<file path="src/hw/tuc_defines.svh">
`ifndef TUC_DEFINES_SVH
`define TUC_DEFINES_SVH

`define TUC_ADDR_CTRL      12'h000
`define TUC_ADDR_COUNT     12'h004

`define TUC_BIT_RUN        15
`define TUC_BIT_IDLE       13
`define TUC_BIT_GATE       6
`define TUC_BIT_PS_HI      5
`define TUC_BIT_PS_LO      4
`define TUC_BIT_CSEL       1

`define TUC_CTRL_MASK      16'hA072
`define TUC_CTRL_RESET     16'h0000
`define TUC_COUNT_RESET    16'h0000

`define TUC_PS_LAST_1      8'h00
`define TUC_PS_LAST_8      8'h07
`define TUC_PS_LAST_64     8'h3F
`define TUC_PS_LAST_256    8'hFF

`define TUC_SYNC_FILL      2'h3

`endif

</file>
<file path="src/hw/tuc_pkg.sv">
package tuc_pkg;

    typedef enum logic [1:0] {
        TUC_PS_DIV1   = 2'h0,
        TUC_PS_DIV8   = 2'h1,
        TUC_PS_DIV64  = 2'h2,
        TUC_PS_DIV256 = 2'h3
    } tuc_ps_e;

    typedef struct packed {
        logic [15:0] ctrl;
        logic [7:0]  presc;
        logic [15:0] count;
        logic        extMeta;
        logic        extSync;
        logic        extPrev;
        logic        gateMeta;
        logic        gateSync;
        logic [1:0]  extFill;
        logic        rdReady;
        logic [31:0] rdata;
    } tuc_state_s;

endpackage

</file>
<file path="src/hw/tuc_timer.sv">
`timescale 1ns/1ps
`include "tuc_defines.svh"

module tuc_timer
    import tuc_pkg::*;
(
    input  wire logic        clk,
    input  wire logic        arst_n,
    input  wire logic        clkEn,
    input  wire logic        psel,
    input  wire logic        penable,
    input  wire logic        pwrite,
    input  wire logic [11:0] paddr,
    input  wire logic [31:0] pwdata,
    output logic      [31:0] prdata,
    output logic             pready,
    output logic             pslverr,
    input  wire logic        idleMode,
    input  wire logic        pairMode32,
    input  wire logic        extCountPin,
    input  wire logic        gatePin,
    output logic      [15:0] countValue,
    output logic             timerActive
);

    tuc_state_s s;
    tuc_state_s next_s;

    logic        ctrlHit;
    logic        countHit;
    logic        access;
    logic        ctrlWrite;
    logic        countWrite;
    logic        extEdge;
    logic        srcTick;
    logic        active;
    tuc_ps_e     psSel;

    function automatic logic [7:0] tucLastCount(input tuc_ps_e ps);
        case (ps)
            TUC_PS_DIV1:   tucLastCount = `TUC_PS_LAST_1;
            TUC_PS_DIV8:   tucLastCount = `TUC_PS_LAST_8;
            TUC_PS_DIV64:  tucLastCount = `TUC_PS_LAST_64;
            TUC_PS_DIV256: tucLastCount = `TUC_PS_LAST_256;
            default:       tucLastCount = `TUC_PS_LAST_1;
        endcase
    endfunction

    assign ctrlHit    = (paddr == `TUC_ADDR_CTRL);
    assign countHit   = (paddr == `TUC_ADDR_COUNT);
    // Transfers stall while the block is frozen, so nothing is lost; a read
    // also waits for its captured data, which costs one extra cycle only
    // when a freeze swallowed the setup edge
    assign pready     = clkEn & (pwrite | s.rdReady);
    assign access     = psel & penable & pready;
    assign pslverr    = access & ~(ctrlHit | countHit);
    assign ctrlWrite  = access & pwrite & ctrlHit;
    assign countWrite = access & pwrite & countHit;
    assign prdata     = s.rdata;
    assign countValue = s.count;
    assign timerActive = active;

    assign psSel   = tuc_ps_e'(s.ctrl[`TUC_BIT_PS_HI:`TUC_BIT_PS_LO]);
    // Edge taken from the second and third stages, never the first; ignored until
    // the chain holds real pin samples, or a pin idling high would fake an edge
    assign extEdge = s.extSync & ~s.extPrev & (s.extFill == `TUC_SYNC_FILL);
    always_comb begin
        if (s.ctrl[`TUC_BIT_CSEL]) begin
            srcTick = extEdge;
        end else if (s.ctrl[`TUC_BIT_GATE]) begin
            srcTick = s.gateSync;
        end else begin
            srcTick = 1'b1;
        end
    end

    // Lower timer owns the pair in 32-bit mode
    assign active = s.ctrl[`TUC_BIT_RUN]
                  & ~(s.ctrl[`TUC_BIT_IDLE] & idleMode)
                  & ~pairMode32;

    always_comb begin
        next_s          = s;
        next_s.extMeta  = extCountPin;
        next_s.extSync  = s.extMeta;
        next_s.extPrev  = s.extSync;
        next_s.gateMeta = gatePin;
        next_s.gateSync = s.gateMeta;
        if (s.extFill != `TUC_SYNC_FILL) begin
            next_s.extFill = s.extFill + 2'h1;
        end

        if (active && srcTick) begin
            if (s.presc >= tucLastCount(psSel)) begin
                next_s.presc = 8'h00;
                next_s.count = s.count + 16'h0001;
            end else begin
                next_s.presc = s.presc + 8'h01;
            end
        end

        if (ctrlWrite) begin
            next_s.ctrl = pwdata[15:0] & `TUC_CTRL_MASK;
            if (s.ctrl[`TUC_BIT_RUN]) begin
                next_s.presc = 8'h00;
            end
        end

        // Software load wins over a tick in the same cycle
        if (countWrite) begin
            next_s.count = pwdata[15:0];
        end

        // Completing access consumes the captured read data
        if (access) begin
            next_s.rdReady = 1'b0;
        end

        // Read data captured in setup so it stands through the access phase;
        // a setup edge lost to a freeze is made up in the first access cycle
        if (psel && !pwrite && !s.rdReady) begin
            next_s.rdReady = 1'b1;
            if (ctrlHit) begin
                next_s.rdata = {16'h0000, s.ctrl & `TUC_CTRL_MASK};
            end else if (countHit) begin
                next_s.rdata = {16'h0000, s.count};
            end else begin
                next_s.rdata = 32'h0000_0000;
            end
        end
    end

    always_ff @(posedge clk or negedge arst_n) begin
        if (!arst_n) begin
            s.ctrl     <= `TUC_CTRL_RESET;
            s.presc    <= 8'h00;
            s.count    <= `TUC_COUNT_RESET;
            s.extMeta  <= 1'b0;
            s.extSync  <= 1'b0;
            s.extPrev  <= 1'b0;
            s.gateMeta <= 1'b0;
            s.gateSync <= 1'b0;
            s.rdata    <= 32'h0000_0000;
            s.extFill  <= 2'h0;
            s.rdReady  <= 1'b0;
        end else if (clkEn) begin
            s <= next_s;
        end
    end
endmodule

</file>
<file path="config.mk">
export PLATFORM = sky130hd
export DESIGN_NAME = tuc_timer
export DESIGN_NICKNAME = d
export VERILOG_FILES = /design/src/hw/tuc_pkg.sv /design/src/hw/tuc_timer.sv
export VERILOG_INCLUDE_DIRS = /design/src /design/src/hw
export SDC_FILE = /design/constraint.sdc
export NUM_CORES = 1
export LEC_CHECK = 0
export BUFFER_PORTS_ARGS = -buffer_cell sky130_fd_sc_hd__buf_2
export CAP_MARGIN = 20
export CORE_AREA = 2 2 90 92
export DETAILED_ROUTE_END_ITERATION = 8
export DIE_AREA = 0 0 92 94
export PLACE_DENSITY_LB_ADDON = 0.1
export SYNTH_ARGS = -nofsm -noshare
export SYNTH_HDL_FRONTEND = slang
export SYNTH_SLANG_ARGS = --single-unit
</file>
<file path="constraint.sdc">
create_clock -name clk -period 2.6 [get_ports clk]
set_input_delay 0.26 -clock clk [delete_from_list [all_inputs] [get_ports clk]]
set_output_delay 0.26 -clock clk [all_outputs]
set_load 0.01 [all_outputs]
</file>
* Word-level counts from Yosys, hierarchy flattened *
Index checks and enable logic that the tools add are counted.

storage, ports and cells
  logic and storage cells = 68
  input port bits = 54
  register bits = 70

cells by class
  bitwise operators = 18
  mux-type cells = 14
  eq/ne operators = 6
  reduce and logical (&&, ||, !) cells = 15
  $add $sub $neg = 3
  $lt $le $gt $ge = 1

operators by type and width
  operator                                              count
  2-to-1 mux 16 bit                                     4
  2-to-1 mux 33 bit                                     1
  2-to-1 mux 8 bit                                      4
  one-hot mux 8 bit (4 select lines)                    1
  2-to-1 mux 24 bit                                     1
  adder 16 x 1 -> 16 bit, second input constant         1
  AND 1 bit                                             12
  equality test 12 x 3 -> 1 bit, second input constant  1
  logical NOT 12 bit                                    1
  adder 8 x 1 -> 8 bit, second input constant           1
  greater-or-equal comparator 8 bit                     1
  AND reduction 2 bit                                   4
  equality test 2 bit, second input constant            3
  nonzero test 2 bit                                    3
  NOT 1 bit                                             4
  logical AND 1 bit                                     3
  2-to-1 mux 1 bit                                      3
  AND reduction 3 bit                                   1
  adder 2 x 1 -> 2 bit, second input constant           1
  equality test 2 x 1 -> 1 bit, second input constant   1
  logical NOT 1 bit                                     2
  logical NOT 2 bit                                     1
  inequality test 2 bit, second input constant          1
  bitwise OR 1 bit                                      2

* Depth between registers and ports, before layout *
Gate-level depths: netlist of the first run.

  depth after elaboration = 11
  gate-level depth with buffers = 11
  gate-level depth less buffers = 9

* Least setup slack after synthesis of the first run *
Ideal clock, no wire load.

  path kind = register to register
  from = reg s (netlist bit psSel[0])
  to = reg s (netlist bit countValue[0])
  arrival = 2.405 ns
  clock period less this slack = 2.530 ns
  stages on the path, launching flop included = 9
  buffers on the path = 0
  required time = 2.475 ns
  setup slack = 0.070 ns
  path through = dfrtp_1 > nor2_1 > inv_1 > ha_1 > nand2b_1 > a2111oi_1 > o31ai_4 > o21ai_4 > mux2_4

on the way
  longest elaborated chain between the ends = 6
  elaborated cells between the ends (all ways) = 9

ends and longest elaborated chain
  item                                         line              source
  start, declared                              tuc_timer.sv:26   tuc_state_s s;
  start signal, assigned                       tuc_timer.sv:147  s <= next_s;
  equality test 2 bit (tied with other cells)  tuc_timer.sv:40   case (ps)
  one-hot mux 8 bit (4 select lines) *         tuc_timer.sv:40
  2-to-1 mux 8 bit *                           tuc_timer.sv:93   if (active && srcTick) begin
  greater-or-equal comparator 8 bit *          tuc_timer.sv:94   if (s.presc >= tucLastCount(psSel)) begin
  nonzero test 2 bit (no line) *               n/a
  AND reduction 3 bit (no line) *              n/a

Mark *: on every way between the ends. The rest lies on a longest branch, timed or not. The select of a mux whose other input is x is not followed.
A chain may end at the register's enable or synchronous reset.

* Final worst setup path of the first run *
  from = reg s (netlist bit psSel[1])
  to = reg s (netlist bit countValue[15])

The elaborated chain is that of the path after synthesis.

==> results.toml, run 1 <==
[floorplan]
dieArea_mm2 = 0.00865
die_w_um = 92
ios = 105
start_util = 0.464
dieHeight_um = 94
core_mm2 = 0.00761
rows = 32

[detailed_routing]
avgViaCountPerCell = 5.50
antenna_left = 0
dr.pass1.iters = 4
wl_per_cell_um = 15.9
first_iter_violations = 128
wirelength_um = 8630
drc = 0
vias = 2976

[yosys]
netlist_instances = 392
synth_edf_count = 0
synthArstFlopShare = 1.00
synth_area_mm2 = 0.00353
synth_warnings = 0
ys_seq_area_frac = 0.382
postSynthAreaPerCell_um2 = 9.01
ys_top_cells_by_area = "dfrtp_1, buf_4, ha_1"
yosysUniqueCellTypes = 53
synth_top_area_share = 0.382
ys_seq_elements = 54
yosys.area.top_type = "dfrtp_1"
ys.flop_type = "dfrtp_1"

[power_and_ir_drop]
power.leakage_nw = 1.86
p_clk_frac = 0.243
ir_drop_uv = 374
p_int_mw = 1.55
swShare = 0.342
power_density_mw_per_mm2 = 608
power_mw = 2.36
power_frac_comb = 0.270
seqPwrFrac = 0.487
switchingPower_uw = 806

[cts]
worstSkewPairLatency_ps = 320
cts_root_buf = "clkbuf_8"
cts.sinks = 54
cts_tree = "yes"
numCtsBuffers = 5
postCtsSetupBuffers = 0
clk_pin_slew_ps = 100
cts_buffer_depth = 2
htree_levels = 2

[sta]
fmax_mhz = 407
min_period_ps = 2460
report.final.slew_viol_count = 0
finalSetupViolCount = 0
maxSlewHeadroom = 0.433
period_share = 0.946
timing.setup.tns_ps = 0
fin_worst_skew_ps = 17.3
finalHoldViolCount = 0
rsz0062_at_grt = "no"
tightest_slew_ps = 851

[run]
maxCapViolations = 0

[layout]
nFillCells = 747
final_cells = 541
area_growth_syn_to_layout_pct = 9.91
nets = 502
diodes = 0
drive_above_1_share = 0.260

[place]
hpwl_um = 6310
portBuffers = 72
dp_cells = 533
routabilityCongestion = 0.832

[setup_path]
r2r-end = "countValue[15]"
end_kind = "register"
start_kind = "register"
r2r_setup_slack_ps = 140
arrival_ps = 2690
ff2ff_path_depth = 8
worstPathMaxFanout = 12
crit_type = "reg2reg"
rr_startpoint = "psSel[1]"
worstPathRequired_ps = 2830

[grt]
grt_max_degree = 38
grt_pass1_wl_um = 14400
grt_usage = 0.208
overflow = 0
grt_pass1_vias = 2819
antenna_found_initial = 0

[min_path]
hold_path_class = "in2async"

[run_status]
outcome = "finished clean"
-- cell families (layout without fill, tap and decap cells) --
| kind of cell | Yosys count | count (layout) | synth area share |
|---|---|---|---|
| XOR/XNOR | 1 | 1 | 0.00248 |
| adder cells (fa/ha/maj) | 10 | 10 | 0.0354 |
| AND/OR/NAND/NOR | 106 | 106 | 0.158 |
| multiplexers | 14 | 14 | 0.0446 |
| other | 1 | 16 | 0.00106 |
| buffers and inverters | 97 | 129 | 0.162 |
| AO/OA/AOI/OAI | 109 | 109 | 0.214 |
| flip-flops | 54 | 54 | 0.382 |
-- state kept, by name, indices dropped and copies added (netlist names) --
signal      flops
countValue     16
next_s          3
prdata         16
psSel           2
s              17
-- cell usage after synthesis (2+ instances only) --
| master | instances |
|---|---|
| a211o_1 | 2 |
| a211oi_1 | 6 |
| a21oi_1 | 15 |
| a22o_1 | 10 |
| a31oi_1 | 6 |
| and3_1 | 7 |
| and4_1 | 4 |
| buf_2 | 3 |
| buf_4 | 48 |
| buf_6 | 3 |
| clkbuf_1 | 9 |
| dfrtp_1 | 54 |
| ha_1 | 10 |
| inv_1 | 31 |
| mux2_2 | 6 |
| mux2_4 | 2 |
| mux2i_1 | 6 |
| nand2_1 | 31 |
| nand2b_1 | 4 |
| nand3_1 | 17 |
| nand4_1 | 9 |
| nor2_1 | 11 |
| nor2b_1 | 4 |
| nor3_1 | 5 |
| nor3b_1 | 2 |
| nor4_1 | 6 |
| o211ai_1 | 8 |
| o21a_1 | 2 |
| o21ai_0 | 20 |
| o21ai_1 | 10 |
| o221ai_1 | 3 |
| o22ai_1 | 7 |
| o2bb2ai_1 | 5 |
| o32ai_1 | 7 |
-- critical path, stage by stage, from the launching register on --
cell and delay, ps:
dfrtp_1 430, nand2_1 100, ha_1 300, nand2_1 70
or4_4 500, o31a_1 370, buf_4 210, a221o_1 310
o21ai_0 70
-- stage by stage --
| step | area (um2) | hold slack [ps] | util | setup WS [ps] |
|---|---|---|---|---|
| after floorplan | 3590 | -35.6 | - | 69.6 |
| after global routing | 3880 | 104 | 0.511 | 22.2 |
| after detailed placement | 3750 | 429 | 0.493 | 59.3 |
| after global placement | 3750 | 419 | 0.493 | 111 |
| final | 3880 | 42.4 | 0.511 | 141 |
| after CTS | 3860 | 86.7 | 0.508 | 24.0 |
-- power by group through the flow --
| stage | combinational, mW | sequential, mW | clock, mW |
|---|---|---|---|
| after floorplan | 0.541 | 1.11 | 0 |
| after global placement | 0.624 | 1.16 | 0 |
| after detailed placement | 0.632 | 1.17 | 0 |
| after CTS | 0.634 | 1.15 | 0.586 |
| after global routing | 0.719 | 1.18 | 0.618 |
| final | 0.637 | 1.15 | 0.574 |
-- how the worst max path moves through the flow --
stage / start / to / slack [ps] / cells past startpoint
after floorplan: psSel[0] / countValue[0] / 70 / 8
after global routing: psSel[1] / countValue[8] / 20 / 8
after CTS: psSel[0] / s[58] / 20 / 9
after global placement: psSel[0] / s[58] / 110 / 9
final: psSel[1] / countValue[15] / 140 / 8
after detailed placement: psSel[0] / s[58] / 60 / 9
-- layout by cell type (no fill, tap or decap), types with 2 or more instances in the layout --
cell type,synthesis,routed
nor2_1,11,10
and4_1,4,4
conb_1,1,16
nor3_1,5,5
o211ai_1,8,8
a31oi_1,6,6
o21a_1,2,2
and3_1,7,7
o21ai_1,10,10
nor3b_1,2,2
nor2b_1,4,4
o21ai_0,20,20
nor4_1,6,6
nand3_1,17,16
nand2_1,31,31
a211oi_1,6,6
a22o_1,10,10
dfrtp_1,54,54
clkbuf_8,0,5
o32ai_1,7,7
o2bb2ai_1,5,5
buf_4,48,16
buf_2,3,72
mux2i_1,6,6
o221ai_1,3,3
inv_1,31,31
o22ai_1,7,7
mux2_2,6,6
mux2_4,2,2
nand2b_1,4,4
nand4_1,9,9
a211o_1,2,2
a21oi_1,15,14
ha_1,10,10
-- layout make-up --
type | instances | area (um2) | area share
multi-input combinational | 256 | 1680 | 0.433
timing repair buffer | 89 | 492 | 0.127
sequential | 54 | 1350 | 0.348
clock inverter | 2 | 37.5 | 0.00966
tap | 102 | 128 | 0.0329
clock buffer | 6 | 72.6 | 0.0187
inverter | 32 | 120 | 0.0309
-- layer usage --
layer | track usage | share of wire
met2 | 0.347 | 0.49
met3 | 0.0313 | 0.025
met5 | 0 | 0
met1 | 0.288 | 0.47
met4 | 0.0485 | 0.012
-- repair_timing --
action                                 in CTS  in global routing
endpoints found under the hold margin       0                  0
setup endpoints to repair                   0                 21
hold buffers                                0                  0
resized for setup                           0                  5
Power figures use the tool's default switching activity.
==> inputs of run 2 (changes only) <==
--- a/config.mk
+++ b/config.mk
@@ -16,2 +16,3 @@
 export SYNTH_HDL_FRONTEND = slang
 export SYNTH_SLANG_ARGS = --single-unit
+export TNS_END_PERCENT = 30
==> constraint.sdc (replaced) <==
create_clock -name clk -period 2.6 [get_ports clk]
set_input_delay 0 -clock clk [delete_from_list [all_inputs] [get_ports clk]]
set_output_delay 0 -clock clk [all_outputs]
set_load 0.01 [all_outputs]
==> results.toml, run 2 (synthesis gave the netlist of run 1 again) <==
[sta]
fmax_mhz = 412
rsz0062_at_grt = "no"
maxSlewHeadroom = 0.530
period_share = 0.934
timing.setup.tns_ps = 0
tightest_slew_ps = 703
finalSetupViolCount = 0
min_period_ps = 2430
report.final.slew_viol_count = 0
fin_worst_skew_ps = 5.44
finalHoldViolCount = 0

[cts]
cts_tree = "yes"
numCtsBuffers = 5
clk_pin_slew_ps = 100
cts.sinks = 54
cts_buffer_depth = 2
postCtsSetupBuffers = 0
htree_levels = 2
worstSkewPairLatency_ps = 310
cts_root_buf = "clkbuf_8"

[layout]
final_common_cell = "buf_2"
nets = 513
multi_input_area_mm2 = 0.00168
largest_register_ffs = 17
fin_util = 0.525
nFillCells = 749
largest-register = "s"
area_growth_syn_to_layout_pct = 13.0
seq_area_mm2 = 0.00135
drive_above_1_share = 0.249
layout_common_cells = "buf_2, dfrtp_1, inv_1, nand2_1, o21ai_0"
diodes = 0

[power_and_ir_drop]
p_int_mw = 1.57
swShare = 0.341
ir_drop_uv = 311
power_density_mw_per_mm2 = 596
p_clk_frac = 0.241
seqPwrFrac = 0.481
power_frac_comb = 0.278
power.leakage_nw = 1.91
switchingPower_uw = 811

[setup_path]
r2r_setup_slack_ps = 170
arrival_ps = 2630
start_kind = "register"
crit_type = "reg2reg"
worstPathMaxFanout = 12
worstPathRequired_ps = 2800
end_kind = "register"
r2r-end = "countValue[9]"
rr_startpoint = "psSel[1]"
ff2ff_path_depth = 8

[grt]
grt_max_degree = 31
grt_use_met3 = 0.0353
use_met2 = 0.344
grt_pass1_wl_um = 14300
grt_pass1_vias = 2879
gr-usage-met1 = 0.283
top_usage_layer = "met2"
antenna_found_initial = 0
overflow = 0
grt_usage = 0.208

[run]
maxCapViolations = 0

[detailed_routing]
wirelength_um = 8720
drc = 0
dr.pass1.iters = 4
vias = 3014
first_iter_violations = 138
antenna_left = 0
avgViaCountPerCell = 5.46
wl_per_cell_um = 15.8

[floorplan]
dieArea_mm2 = 0.00865
dieHeight_um = 94
start_util = 0.464
core_mm2 = 0.00761
rows = 32
die_w_um = 92
ios = 105

[place]
portBuffers = 72
hpwl_um = 6320
routabilityCongestion = 0.858

[min_path]
hold_depth = 4
whs_endpoint = "countValue[0]"
hp-start = "pwdata[0]"
hold_path_class = "in2reg"

[run_status]
outcome = "finished clean"
## run 2: cell types whose count changed in the layout (fill, tap and decap cells not counted)
cell	before	now
dlygate4sd3_1	0	12
buf_4	16	15
clkbuf_1	1	2
clkinvlp_4	1	0
o21ai_0	20	19
o21ai_1	10	11
## run 2: critical path, stage by stage (launching register included)
cell,delay (ps)
dfrtp_1,440
nand2_1,110
ha_1,300
nand2_1,70
or4_4,510
o31ai_4,330
buf_4,270
o221ai_1,150
o2bb2ai_1,160
## run 2: worst max path at each step
stage                         from            end  slack (ps)
final                     psSel[1]  countValue[9]         170
after detailed placement  psSel[1]          s[60]          80
after floorplan           psSel[0]  countValue[0]          70
after CTS                 psSel[1]          s[60]          70
after global routing      psSel[0]  countValue[0]           7
after global placement    psSel[0]          s[58]         100
## run 2: power by group through the flow
stage	Sequential [mW]	Clock, mW	Combinational [mW]
after CTS	1.14	0.574	0.653
after global placement	1.16	0	0.623
final	1.14	0.572	0.662
after floorplan	1.11	0	0.541
after detailed placement	1.16	0	0.638
after global routing	1.17	0.613	0.740
## run 2: metrics by stage
stage | setup slack, ps | hold WS [ps] | instance area (um2) | total power, mW | instances
6_report | 172 | 23.3 | 3990 | 2.38 | 552
3_3_place_gp | 95.7 | 78.9 | 3750 | 1.78 | 532
2_1_floorplan | 69.6 | -296 | 3590 | 1.65 | 407
5_1_grt | 6.50 | 16.3 | 3990 | 2.52 | 552
3_5_place_dp | 83.9 | 70.8 | 3750 | 1.80 | 532
4_1_cts | 68.1 | 10.0 | 3960 | 2.37 | 551
## run 2: per-layer routing
metal / part of all wire / routed length, um
met1: 0.46 / 4030
met3: 0.038 / 328
met2: 0.49 / 4260
met5: 0 / 0
met4: 0.012 / 108
## run 2: final cells by class
class | count | share of cell area
clock buffers | 7 | 0.0191
clock inverters | 1 | 0.00752
inverters | 32 | 0.0301
multi-input cells | 256 | 0.421
flip-flops and latches | 54 | 0.338
well taps | 102 | 0.0320
repair buffers | 100 | 0.151
## run 2: repair_timing
action	CTS	global route
hold buffers	11	1
resized for setup	0	6
endpoints found under the setup margin	0	22
endpoints found under the hold margin	37	1
==> inputs of run 3 (changes only) <==
Settings changed: CORE_AREA 2 2 90 92 to 2 2 86 88, DIE_AREA 0 0 92 94 to 0 0 88 90, MAX_ROUTING_LAYER from default to met4, SLEW_MARGIN from default to 40.
Clock period 2.6 ns to 2.4 ns, I/O delays scaled along.
==> results.toml, run 3 (synthesis gave the netlist of run 1 again) <==
[run_status]
outcome = "complete, but fails checks"
failed_checks = "hold timing, setup timing"

[setup_path]
worstPathRequired_ps = 2590
rr_startpoint = "psSel[0]"
slowest_delay_ps = 510
cp_cell_sequence = "nand2_2 -> ha_1 -> nand2_1 -> or4_4 -> o31a_1 -> buf_4 -> a31oi_2 -> o22ai_2"
r2r-end = "s[63]"
ff2ff_path_depth = 8
start_kind = "register"
worstPathMaxFanout = 5
critical_path.slowest_cell = "or4_4"
crit_type = "reg2reg"
r2r_setup_slack_ps = -20
end_kind = "register"
arrival_ps = 2620

[layout]
multi_input_area_mm2 = 0.00181
nets = 530
largest-register = "s"
seq_area_mm2 = 0.00135
nFillCells = 605
area_growth_syn_to_layout_pct = 21.6
drive_above_1_share = 0.321
diodes = 0
final_common_cell = "buf_2"
layout_common_cells = "buf_2, dfrtp_1, inv_1"
final_cells = 566
largest_register_ffs = 17

[power_and_ir_drop]
power_density_mw_per_mm2 = 671
power_mw = 2.88
ir_drop_uv = 319
power.leakage_nw = 2.04

[sta]
period_share = 1.01
fin_worst_skew_ps = 13.0
finalWorstSetupSlack_ps = -24.0
fmax_mhz = 413
finalHoldViolCount = 1
maxSlewHeadroom = 0.459
report.final.slew_viol_count = 0
rsz0062_at_grt = "yes"
hold-worst-slack_ps = -4.33
min_period_ps = 2420
timing.setup.tns_ps = -55.0
tightest_slew_ps = 810
finalSetupViolCount = 5

[detailed_routing]
wirelength_um = 9240
drc = 0
wl_per_cell_um = 16.3
dr.pass1.iters = 4
vias = 3140
avgViaCountPerCell = 5.55
antenna_left = 0
first_iter_violations = 142

[cts]
cts_tree = "yes"
numCtsBuffers = 5
clk_pin_slew_ps = 100
cts_root_buf = "clkbuf_8"
cts.sinks = 54
htree_levels = 2
cts_buffer_depth = 2
worstSkewPairLatency_ps = 320

[grt]
overflow = 0
antenna_found_initial = 0
grt_usage = 0.239
grt_pass1_vias = 2995
grt_max_degree = 55
grt_pass1_wl_um = 14600

[floorplan]
die_w_um = 88
rows = 31
core_mm2 = 0.00702
start_util = 0.503
ios = 105
dieHeight_um = 90
dieArea_mm2 = 0.00792

[min_path]
hold_depth = 3
whs_endpoint = "psSel[0]"
hold_path_class = "in2reg"
hp-start = "pwdata[4]"

[place]
dp_cells = 540
hpwl_um = 6230
portBuffers = 72
routabilityCongestion = 0.928

[run]
maxCapViolations = 0
[run 3: final cells by class]
| type | count | area share |
|---|---|---|
| multi-input combinational | 256 | 0.421 |
| clock buffer | 6 | 0.0192 |
| inverter | 32 | 0.0280 |
| timing repair buffer | 117 | 0.174 |
| clock inverter | 2 | 0.0140 |
| tap | 99 | 0.0288 |
| sequential | 54 | 0.315 |
[run 3: worst max path at each step]
| stage | cells after the start | startpoint | endpoint |
|---|---|---|---|
| 6_report | 8 | psSel[0] | s[63] |
| 5_1_grt | 8 | psSel[1] | s[62] |
| 4_1_cts | 9 | psSel[0] | countValue[0] |
| 3_5_place_dp | 8 | psSel[0] | s[58] |
| 3_3_place_gp | 8 | psSel[1] | s[56] |
| 2_1_floorplan | 8 | psSel[0] | countValue[0] |
[run 3: worst max-delay path: cells and delay by family, from the launching register on]
kind                       cells  cell delay, ps
AOI/OAI and AO/OA              3             690
and+or+nand+nor                3             690
DFF                            1             430
adders and majority gates      1             290
buffers and inverters          1             200
[run 3: through the flow]
stage          hold WS [ps]  area [um2]  utilization  setup WS [ps]
2_1_floorplan          -296        3600            -           7.22
3_3_place_gp            181        3850        0.548           44.3
3_5_place_dp            187        3850        0.548           5.32
4_1_cts                3.82        4120        0.587           11.0
5_1_grt                20.6        4300        0.612           -120
6_report              -4.33        4300        0.612          -24.0
[run 3: timing repair]
item	in CTS	in global routing
cloned	0	1
setup buffers	0	7
hold endpoints to repair	64	0
pin swaps	2	13
endpoints found under the setup margin	7	24
hold buffers	11	0
resized for setup	3	24
[run 3: layer usage]
metal,wire length (um),GRT usage
met5,0,-
met4,146,0.0692
met3,377,0.0367
met2,4560,0.380
met1,4150,0.314
[run 3: where the power goes]
| part | total, mW | switching [mW] | internal (mW) |
|---|---|---|---|
| Clock | 0.765 | 0.320 | 0.445 |
| Combinational | 0.925 | 0.494 | 0.432 |
| Sequential | 1.19 | 0.137 | 1.06 |
